**src/design/lmcp_consts.svh**
```systemverilog
/*
 Byte offsets, field positions and fixed codes of the capability region.
 Assumes inclusion by the capability package; the capability module uses its macros without including it.
*/
`ifndef LMCP_CONSTS_SVH
`define LMCP_CONSTS_SVH

`define LMCP_OFS_PAGES        8'h8e
`define LMCP_OFS_DURATIONS    8'h8f
`define LMCP_OFS_DUR_RSVD     8'h90
`define LMCP_OFS_CHARACTER    8'h91
`define LMCP_OFS_TEMP_MAX     8'h92
`define LMCP_OFS_TEMP_MIN     8'h93
`define LMCP_OFS_CHR_RSVD_A   8'h94
`define LMCP_OFS_VOLT_FLOOR   8'h96
`define LMCP_OFS_DISABLE      8'h97
`define LMCP_OFS_CHR_RSVD_B   8'h98
`define LMCP_OFS_CONTROLS_A   8'h9b
`define LMCP_OFS_CONTROLS_B   8'h9c
`define LMCP_OFS_FLAGS        8'h9d
`define LMCP_OFS_FLAGS_RSVD   8'h9e
`define LMCP_OFS_MONITORS_A   8'h9f
`define LMCP_OFS_MONITORS_B   8'ha0
`define LMCP_OFS_CMD_BLOCK    8'ha3

`define LMCP_POS_WAIT_EXP     5
`define LMCP_POS_BIAS_MULT    3
`define LMCP_POS_INSTANCES    6

`define LMCP_BANK_RSVD        2'h3
`define LMCP_BIAS_RSVD        2'h3
`define LMCP_INST_RSVD        2'h3
`define LMCP_STATE_DUR_MAX    4'hd
`define LMCP_EPL_CODE_MAX     4'h7

`define LMCP_EPL_FIRST_PAGE   8'ha0
`define LMCP_PAGE_ADDR_FIRST  8'h80
`define LMCP_PAGE_ADDR_LAST   8'hff

`endif

```
**src/design/lmcp_pkg.sv**
```systemverilog
/*
 Types shared by the capability region.
 Assumes the constants header is on the include path.
*/
`default_nettype none

package lmcp_pkg;
  `include "lmcp_consts.svh"

  typedef logic [7:0] lmcp_byte_t;

  typedef struct packed {
    logic       valid;
    logic       write;
    lmcp_byte_t addr;
    lmcp_byte_t wdata;
  } lmcp_req_s;

  typedef struct packed {
    logic       valid;
    lmcp_byte_t rdata;
  } lmcp_rsp_s;

  typedef struct packed {
    logic       advance;
    lmcp_byte_t page;
    lmcp_byte_t addr;
  } lmcp_ptr_s;
endpackage

`default_nettype wire

```
**src/design/lmcp_capability_page.sv**
```systemverilog
/*
 Read-only capability region, bytes 0x8e..0xa3 of the advertising page,
 plus the address pointer advance and laser lane shutoff combining.
 Assumes a serial bus engine on CLK that hands over byte requests, and a
 select pin from the host that is asynchronous to CLK.
*/
// Behaviour
// Lane bank range two-bit code, 11b reserved
// Settle wait is mantissa times two-power exponent
// All-zero durations byte means wait unknown
// Host waits settle time around each transaction
// State duration four-bit code, 1110b/1111b reserved
// Top characteristics bit marks cooled transmitter
// Three bits pick aux monitor sources
// Signed case temperature limits, zero both unspecified
// Supply floor in 20 mV steps, zero unspecified
// Global shutoff: any lane off disables all
// Fast shutoff bit only for fast timing
// Lane-off capable bit reports disable register
// Bit 6 tunable, bit 7 wavelength control
// Top bit reports bank broadcast capability
// Flag support bits: loss bit 1, fault 0
// Monitor presence bits in first monitors byte
// Bias step multiplier bits 4-3, monitors bits 1-0
// Command block instance count in bits 7-6
// Background bit allows access during commands
// Auto paging advances page, wraps to A0h
// Payload page range code in bits 3-0
// All fields static and read-only
// Reserved bits and bytes read zero
`default_nettype none

module lmcp_capability_page
  import lmcp_pkg::*;
#(
  parameter int         LANES            = 8,
  parameter logic [1:0] LANE_BANK_RANGE  = 2'h0,
  parameter logic       VENDOR_PAGES     = 1'b0,
  parameter logic       DIAG_PAGE        = 1'b0,
  parameter logic       PAGE_06_PRESENT  = 1'b0,
  parameter logic       PAGE_05_PRESENT  = 1'b0,
  parameter logic       PAGE_03_PRESENT  = 1'b0,
  parameter logic       WAIT_KNOWN       = 1'b1,
  parameter logic [2:0] WAIT_EXPONENT    = 3'h6,
  parameter logic [4:0] WAIT_MANTISSA    = 5'h19,
  parameter logic [3:0] STATE_DUR_CODE   = 4'h0,
  parameter logic       COOLED           = 1'b0,
  parameter logic [2:0] AUX_SOURCE       = 3'h0,
  parameter logic [7:0] TEMP_MAX         = 8'h00,
  parameter logic [7:0] TEMP_MIN         = 8'h00,
  parameter logic [7:0] VOLT_FLOOR       = 8'h00,
  parameter logic       FAST_SHUTOFF     = 1'b0,
  parameter logic       GLOBAL_SHUTOFF   = 1'b0,
  parameter logic       WAVE_CONTROL     = 1'b0,
  parameter logic       TUNABLE          = 1'b0,
  parameter logic       LANE_OFF_CAPABLE = 1'b1,
  parameter logic       BROADCAST        = 1'b0,
  parameter logic       LOSS_FLAG        = 1'b0,
  parameter logic       FAULT_FLAG       = 1'b0,
  parameter logic [5:0] MONITORS         = 6'h00,
  parameter logic [1:0] BIAS_MULT        = 2'h0,
  parameter logic       OPT_POWER_MON    = 1'b0,
  parameter logic       BIAS_MON         = 1'b0,
  parameter logic [1:0] CMD_INSTANCES    = 2'h0,
  parameter logic       BACKGROUND       = 1'b0,
  parameter logic       AUTO_PAGE        = 1'b0,
  parameter logic [3:0] EPL_RANGE        = 4'h0
) (
  // Clock and reset
  input  wire logic             CLK,
  input  wire logic             RST_B,
  // Host select pin
  input  wire logic             MODULE_SELECT_LINE_N,
  // Byte access from the serial engine
  input  wire lmcp_req_s        REQ,
  output lmcp_rsp_s             RSP,
  // Address pointer advance
  input  wire lmcp_ptr_s        PTR_IN,
  output lmcp_ptr_s             PTR_OUT,
  // Laser lane shutoff
  input  wire logic [LANES-1:0] LASER_LANE_OFF,
  output logic [LANES-1:0]      LASER_LANE_DISABLE,
  // Static duration code
  output logic [3:0]            STATE_DURATION_CODE
);

  // Parameter checks
  if (LANES < 1) begin : g_bad_lanes
    $error("LANES must be at least one");
  end
  if (LANE_BANK_RANGE == `LMCP_BANK_RSVD) begin : g_bad_bank
    $error("Lane bank range code is reserved");
  end
  if (STATE_DUR_CODE > `LMCP_STATE_DUR_MAX) begin : g_bad_dur
    $error("State duration code is reserved");
  end
  if (BIAS_MULT == `LMCP_BIAS_RSVD) begin : g_bad_bias
    $error("Bias step multiplier code is reserved");
  end
  if (CMD_INSTANCES == `LMCP_INST_RSVD) begin : g_bad_inst
    $error("Command block instance code is reserved");
  end
  if (EPL_RANGE > `LMCP_EPL_CODE_MAX) begin : g_bad_epl
    $error("Payload page range code is reserved");
  end

  // Capability bytes, fixed at elaboration
  localparam lmcp_byte_t PAGES_BYTE = {1'b0, VENDOR_PAGES, DIAG_PAGE,
    PAGE_06_PRESENT, PAGE_05_PRESENT, PAGE_03_PRESENT,
    LANE_BANK_RANGE};
  localparam lmcp_byte_t DUR_BYTE = WAIT_KNOWN ?
    {WAIT_EXPONENT, WAIT_MANTISSA} : 8'h00;
  localparam lmcp_byte_t CHAR_BYTE = {COOLED, 4'h0, AUX_SOURCE};
  localparam lmcp_byte_t DIS_BYTE = {6'h00, FAST_SHUTOFF,
    GLOBAL_SHUTOFF};
  localparam lmcp_byte_t CTRL_A_BYTE = {WAVE_CONTROL, TUNABLE, 4'h0,
    LANE_OFF_CAPABLE, 1'b0};
  localparam lmcp_byte_t CTRL_B_BYTE = {BROADCAST, 7'h00};
  localparam lmcp_byte_t FLAG_BYTE = {6'h00, LOSS_FLAG, FAULT_FLAG};
  localparam lmcp_byte_t MON_A_BYTE = {2'h0, MONITORS};
  localparam lmcp_byte_t MON_B_BYTE = {3'h0, BIAS_MULT, 1'b0,
    OPT_POWER_MON, BIAS_MON};
  localparam lmcp_byte_t CMD_BYTE = {CMD_INSTANCES, BACKGROUND, AUTO_PAGE,
    EPL_RANGE};

  // Last payload page from the range code
  localparam lmcp_byte_t EPL_COUNT =
    (EPL_RANGE == 4'h5) ? 8'h08 :
    (EPL_RANGE == 4'h6) ? 8'h0c :
    (EPL_RANGE == 4'h7) ? 8'h10 : {4'h0, EPL_RANGE};
  localparam lmcp_byte_t EPL_LAST = 8'(`LMCP_EPL_FIRST_PAGE + EPL_COUNT - 1);
  localparam logic AUTO_ON = AUTO_PAGE && (EPL_RANGE != 4'h0);

  // Select pin synchroniser
  logic sel_meta_ff;
  logic sel_sync_ff;
  logic nxt_sel_meta;
  logic nxt_sel_sync;

  always_comb begin
    nxt_sel_meta = ~MODULE_SELECT_LINE_N;
    nxt_sel_sync = sel_meta_ff;
  end

  always_ff @(posedge CLK or negedge RST_B) begin
    if (!RST_B) begin
      sel_meta_ff <= 1'b0;
      sel_sync_ff <= 1'b0;
    end else begin
      sel_meta_ff <= nxt_sel_meta;
      sel_sync_ff <= nxt_sel_sync;
    end
  end

  // Read port; writes are dropped
  lmcp_byte_t rd_byte;
  logic       rd_take;
  lmcp_rsp_s  rsp_ff;
  lmcp_rsp_s  nxt_rsp;

  always_comb begin
    unique case (REQ.addr)
      `LMCP_OFS_PAGES:      rd_byte = PAGES_BYTE;
      `LMCP_OFS_DURATIONS:  rd_byte = DUR_BYTE;
      `LMCP_OFS_CHARACTER:  rd_byte = CHAR_BYTE;
      `LMCP_OFS_TEMP_MAX:   rd_byte = TEMP_MAX;
      `LMCP_OFS_TEMP_MIN:   rd_byte = TEMP_MIN;
      `LMCP_OFS_VOLT_FLOOR: rd_byte = VOLT_FLOOR;
      `LMCP_OFS_DISABLE:    rd_byte = DIS_BYTE;
      `LMCP_OFS_CONTROLS_A: rd_byte = CTRL_A_BYTE;
      `LMCP_OFS_CONTROLS_B: rd_byte = CTRL_B_BYTE;
      `LMCP_OFS_FLAGS:      rd_byte = FLAG_BYTE;
      `LMCP_OFS_MONITORS_A: rd_byte = MON_A_BYTE;
      `LMCP_OFS_MONITORS_B: rd_byte = MON_B_BYTE;
      `LMCP_OFS_CMD_BLOCK:  rd_byte = CMD_BYTE;
      default:              rd_byte = 8'h00;
    endcase
    rd_take       = REQ.valid && !REQ.write && sel_sync_ff;
    nxt_rsp.valid = rd_take;
    nxt_rsp.rdata = rd_take ? rd_byte : rsp_ff.rdata;
  end

  always_ff @(posedge CLK or negedge RST_B) begin
    if (!RST_B) begin
      rsp_ff <= '0;
    end else begin
      rsp_ff <= nxt_rsp;
    end
  end

  assign RSP = rsp_ff;

  // Address pointer advance with auto paging
  lmcp_ptr_s ptr_ff;
  lmcp_ptr_s nxt_ptr;
  logic      in_epl;
  logic      at_end;

  always_comb begin
    in_epl = (PTR_IN.page >= `LMCP_EPL_FIRST_PAGE) &&
             (PTR_IN.page <= EPL_LAST);
    at_end = PTR_IN.addr == `LMCP_PAGE_ADDR_LAST;
    nxt_ptr.advance = PTR_IN.advance;
    nxt_ptr.page    = ptr_ff.page;
    nxt_ptr.addr    = ptr_ff.addr;
    if (PTR_IN.advance) begin
      nxt_ptr.page = PTR_IN.page;
      nxt_ptr.addr = 8'(PTR_IN.addr + 8'h01);
      if (at_end) begin
        nxt_ptr.addr = `LMCP_PAGE_ADDR_FIRST;
        if (AUTO_ON && in_epl) begin
          nxt_ptr.page = (PTR_IN.page == EPL_LAST) ?
            `LMCP_EPL_FIRST_PAGE : 8'(PTR_IN.page + 8'h01);
        end
      end
    end
  end

  always_ff @(posedge CLK or negedge RST_B) begin
    if (!RST_B) begin
      ptr_ff <= '0;
    end else begin
      ptr_ff <= nxt_ptr;
    end
  end

  assign PTR_OUT = ptr_ff;

  // Lane shutoff combining
  logic [LANES-1:0] lane_dis_ff;
  logic [LANES-1:0] nxt_lane_dis;

  always_comb begin
    if (GLOBAL_SHUTOFF) begin
      nxt_lane_dis = {LANES{|LASER_LANE_OFF}};
    end else begin
      nxt_lane_dis = LASER_LANE_OFF;
    end
  end

  always_ff @(posedge CLK or negedge RST_B) begin
    if (!RST_B) begin
      lane_dis_ff <= '0;
    end else begin
      lane_dis_ff <= nxt_lane_dis;
    end
  end

  assign LASER_LANE_DISABLE  = lane_dis_ff;
  assign STATE_DURATION_CODE = STATE_DUR_CODE;

  // Checks
  read_answer_a: assert property (@(posedge CLK) disable iff (!RST_B)
    REQ.valid && !REQ.write && sel_sync_ff |=> RSP.valid)
    else $error("read not answered next cycle");

  write_ignored_a: assert property (@(posedge CLK) disable iff (!RST_B)
    REQ.valid && REQ.write |=> !RSP.valid)
    else $error("write produced a read answer");

  deselect_quiet_a: assert property (@(posedge CLK) disable iff (!RST_B)
    !sel_sync_ff |=> !RSP.valid)
    else $error("answer while not selected");

  reserved_zero_a: assert property (@(posedge CLK) disable iff (!RST_B)
    rd_take && (REQ.addr == `LMCP_OFS_DUR_RSVD ||
    REQ.addr == `LMCP_OFS_FLAGS_RSVD || REQ.addr == `LMCP_OFS_CHR_RSVD_B)
    |=> RSP.rdata == 8'h00)
    else $error("reserved byte not zero");

  durations_byte_a: assert property (@(posedge CLK) disable iff (!RST_B)
    rd_take && REQ.addr == `LMCP_OFS_DURATIONS |=>
    RSP.rdata == (WAIT_KNOWN ? {WAIT_EXPONENT, WAIT_MANTISSA} : 8'h00))
    else $error("durations byte wrong");

  cmd_byte_a: assert property (@(posedge CLK) disable iff (!RST_B)
    rd_take && REQ.addr == `LMCP_OFS_CMD_BLOCK |=>
    RSP.rdata[7:6] == CMD_INSTANCES && RSP.rdata[3:0] == EPL_RANGE &&
    RSP.rdata[5] == BACKGROUND)
    else $error("command block byte wrong");

  rdata_hold_a: assert property (@(posedge CLK) disable iff (!RST_B)
    !rd_take |=> $stable(RSP.rdata))
    else $error("read data changed without a read");

  page_wrap_a: assert property (@(posedge CLK) disable iff (!RST_B)
    PTR_IN.advance && PTR_IN.addr == 8'hff |=>
    PTR_OUT.addr == 8'h80 && PTR_OUT.advance)
    else $error("pointer did not wrap to 128");

  page_step_a: assert property (@(posedge CLK) disable iff (!RST_B)
    PTR_IN.advance && PTR_IN.addr != 8'hff |=>
    PTR_OUT.addr == $past(PTR_IN.addr) + 8'h01 &&
    PTR_OUT.page == $past(PTR_IN.page))
    else $error("pointer step wrong");

  global_off_a: assert property (@(posedge CLK) disable iff (!RST_B)
    GLOBAL_SHUTOFF && (|LASER_LANE_OFF) |=> &LASER_LANE_DISABLE)
    else $error("global shutoff left a lane on");

  lane_off_a: assert property (@(posedge CLK) disable iff (!RST_B)
    !GLOBAL_SHUTOFF |=> LASER_LANE_DISABLE == $past(LASER_LANE_OFF))
    else $error("per lane shutoff wrong");

endmodule

`default_nettype wire

```
**config.mk**
```make
export PLATFORM = sky130hd
export DESIGN_NAME = lmcp_capability_page
export DESIGN_NICKNAME = d
export VERILOG_FILES = /design/src/design/lmcp_pkg.sv /design/src/design/lmcp_capability_page.sv
export VERILOG_INCLUDE_DIRS = /design/src /design/src/design
export SDC_FILE = /design/constraint.sdc
export NUM_CORES = 1
export LEC_CHECK = 0
export BUFFER_PORTS_ARGS = -buffer_cell sky130_fd_sc_hd__buf_2
export CAP_MARGIN = 20
export CORE_MARGIN = 2
export CORE_UTILIZATION = 40
export CTS_CLUSTER_DIAMETER = 120
export DETAILED_ROUTE_END_ITERATION = 8
export PLACE_DENSITY = 0.87
export SYNTH_ARGS = -nofsm -noshare
export SYNTH_HDL_FRONTEND = slang
export SYNTH_SLANG_ARGS = --single-unit
export TNS_END_PERCENT = 100
```
**constraint.sdc**
```tcl
create_clock -name CLK -period 1.45 [get_ports CLK]
set_clock_uncertainty 0.2 [all_clocks]
set_input_delay 0.145 -clock CLK [delete_from_list [all_inputs] [get_ports CLK]]
set_output_delay 0.145 -clock CLK [all_outputs]
set_load 0.005 [all_outputs]
```
==> metrics.md <==
| Metric | Value |
|---|---|
| Worst Hold Class | `in -> reg` |
| Overall routing resource usage | `23.3%` |
| Final nets | `251` |
| Violations in the final reports | `negative setup slack` |
| Deepest clock path buffer count | `2` |
| Startpoint Class | `primary input` |
| Critical R2R Capture | `RSP[1]` |
| Required @ worst endpoint | `1.47 ns` |
| Detailed-route DRC error count | `0` |
| Non-Filler Instances | `237` |
| EDFF count, synth | `0` |
| Final critical delay including setup and external delays | `1.49 ns` |
| Highest Clock Rate | `670 MHz` |
| Average detailed-routed wire length per instance | `15.0 microns` |
| Cell area after synthesis | `1210 sq um` |
| Total congestion overflow | `0` |
| Instance count of the mapped netlist | `97` |
| Worst slack at placement | `0.0939 ns` |
| Area Growth Syn to Fin | `66.8%` |
| Maximum number of pins on one net before global-route repair | `31` |
| Number of buffers added on ports | `69` |
| CTS sink count | `30` |
| Sequential share of the synthesized area | `62.0%` |
| Synth unique cells | `27` |
| Initial Util | `43.2%` |
| Launching point of the worst reg2reg path | `sel_sync_ff` |
| Sum Neg Setup Slack | `-0.0431 ns` |
| First-pass GRT wire length | `5760 microns` |
| Worst Path Arrival | `1.51 ns` |
| DIE WIDTH | `59.0 microns` |
| Number of warnings printed during yosys synthesis | `0` |
| Leakage component of the power | `1.03 nW` |
| Max-cap check violation count | `0` |
| Register-to-Register Path Depth | `2` |
| Core ar. | `2810 sq um` |
| Fraction of layout instances using a drive strength above 1 | `43.9%` |
| Total count of max-transition violations in the final report | `0` |
| Setup slack on the worst flop-to-flop path | `0.26 ns` |
| CTS tree | `done` |
| Avg Cell Area, Syn | `12.5 sq um` |
| Final number of hold-violating endpoints | `0` |
| Top Ports | `84` |
| DR vias/cell | `4.89` |
| Origin of the worst setup path | `REQ[13]` |
| Status | `finished with violations` |
| Dominant synthesized flop cell | `sky130_fd_sc_hd__dfrtp_1` |
| Relative slew slack | `57.6%` |
| Detailed-route wire length | `3560 microns` |
| Number of global-route vias before repair | `1235` |
| Post-layout util | `72.0%` |
| Asr flop ratio synth | `100%` |
| Seq cells post-synth | `30` |
| Die ar. | `3480 sq um` |
| HP Start | `REQ[15]` |
| Last element of the critical path | `RSP[1]` |
| Highest fanout seen on the critical path | `2` |
| Count of placed standard cells including taps | `192` |
| Initial antenna violation count | `0` |
| Type of the worst setup path | `in -> reg` |
| DRT iter0 DRCs | `29` |
| DP Wirelength | `1960 microns` |
| Final setup violation count | `1` |
| Clock-pin slew of the registers on the worst-case setup and hold paths | `0.10 ns` |
| Worst hold margin | `0.0386 ns` |
| Cell Pwr Density | `952 nW/um^2` |
| Clock buffer count from CTS | `5` |
| Final Cycle Share | `103%` |
| Worst setup slack after layout | `-0.0431 ns` |
| Buffer cell driving the clock tree root | `sky130_fd_sc_hd__clkbuf_4` |
| Worst Max-Slew Pin Slew | `0.636 ns` |
| Number of routed nets with antenna violations | `0` |
| Worst skew pair latency | `0.34 ns` |
| Clock H-tree levels | `2` |
| Row count | `19` |
| Placer congestion estimate | `0.774` |
| Die span in y | `59.0 microns` |
| Setup repair after global routing missed its margin | `yes` |
| Count of vias placed by the detailed router | `1158` |
| Largest vdd supply drop | `0.851 mV` |
| Category of the worst setup path capture point | `flop` |
| DRT Pass-1 Iters | `4` |
## power by group
part	switching [mW]	total [mW]	leakage (nW)	internal [mW]
Clock	0.305	0.662	0.0450	0.357
Combinational	0.138	0.335	0.630	0.197
Sequential	0.0293	0.928	0.357	0.898
## area by class of cell
cell class	count	area [sq um]
Fill cell	182	785
Inverter	5	18.8
Sequential cell	30	751
Timing Repair Buffer	107	743
Tap cell	31	38.8
Multi-Input combinational cell	55	389
Clock buffer	5	37.5
Clock inverter	3	40.0
Antenna cell	1	2.50
## repair_timing
action / in CTS / in global routing
endpoints found under the hold margin: 58 / 0
hold buffers: 36 / 0
setup buffers: 0 / 0
resized for setup: 0 / 10
endpoints found under the setup margin: 0 / 6
## Yosys cell counts (2+ instances only)
| cell | number | share of area [%] |
|---|---|---|
| sky130_fd_sc_hd__dfrtp_1 | 30 | 62 |
| sky130_fd_sc_hd__buf_2 | 2 | 0.83 |
| sky130_fd_sc_hd__o41ai_1 | 3 | 2.2 |
| sky130_fd_sc_hd__a21oi_1 | 3 | 1.2 |
| sky130_fd_sc_hd__o2bb2ai_1 | 2 | 1.4 |
| sky130_fd_sc_hd__inv_1 | 5 | 1.5 |
| sky130_fd_sc_hd__mux2_2 | 8 | 7.4 |
| sky130_fd_sc_hd__nand3_1 | 5 | 2.1 |
| sky130_fd_sc_hd__buf_4 | 10 | 6.2 |
| sky130_fd_sc_hd__nand2_1 | 6 | 1.9 |
| sky130_fd_sc_hd__nor2_1 | 4 | 1.2 |
| sky130_fd_sc_hd__xor2_1 | 2 | 1.4 |
| sky130_fd_sc_hd__o21ai_0 | 3 | 1.2 |
## worst min-delay path by stage
| stage | slack [ns] | cells after the start | to |
|---|---|---|---|
| after floorplan | -0.35 | 0 | LASER_LANE_DISABLE[0] |
| after global placement | -0.009 | 1 | PTR_OUT[13] |
| after detailed placement | 0.004 | 1 | PTR_OUT[10] |
| after CTS | 0.004 | 4 | RSP[6] |
| after global routing | 0.05 | 4 | RSP[6] |
| final | 0.04 | 4 | RSP[6] |
## routing by layer
layer	up-vias	GRT usage, %	part of all wire, %
li1	533	-	-
met1	536	23.8	33
met2	76	39.7	53
met3	13	10.5	10
met4	0	12.7	4.0
met5	-	0	0
## kinds of logic after synthesis
logic type               synth area share (%)
AO/OA/AOI/OAI                            8.16
XOR/XNOR                                 2.17
adder cells (fa/ha/maj)                  1.03
buffers and inverters                    8.57
flip-flops                               62.0
multiplexers                             8.26
other                                   0.310
AND/OR/NAND/NOR                          9.50
## state kept, by name, indices dropped and copies added (netlist names)
| register | flops |
|---|---|
| PTR_OUT | 17 |
| LASER_LANE_DISABLE | 8 |
| RSP | 3 |
| nxt_sel_sync | 1 |
| sel_sync_ff | 1 |
## cells in the final DEF (no fill, tap or decap), types with 4 or more instances in the layout
cell and count:
sky130_fd_sc_hd__buf_2 65, sky130_fd_sc_hd__dlygate4sd3_1 34, sky130_fd_sc_hd__dfrtp_1 30, sky130_fd_sc_hd__mux2_2 8
sky130_fd_sc_hd__nand2_1 6, sky130_fd_sc_hd__conb_1 6, sky130_fd_sc_hd__clkbuf_4 6, sky130_fd_sc_hd__inv_1 5
sky130_fd_sc_hd__nand3_1 5, sky130_fd_sc_hd__nor2_1 4
## through the flow
stage	instance area [sq um]	total power, mW
after CTS	1980	1.91
after global routing	2020	2.00
after global placement	1540	1.17
final	2020	1.92
after floorplan	1230	1.04
after detailed placement	1540	1.18
## worst max-delay path: stages
cell	delay, ns
sky130_fd_sc_hd__dlygate4sd3_1	0.55
sky130_fd_sc_hd__buf_2	0.14
sky130_fd_sc_hd__nor4bb_2	0.26
sky130_fd_sc_hd__nand3_1	0.12
sky130_fd_sc_hd__o41ai_1	0.30
Note: power is estimated with default switching activity, not from simulation.
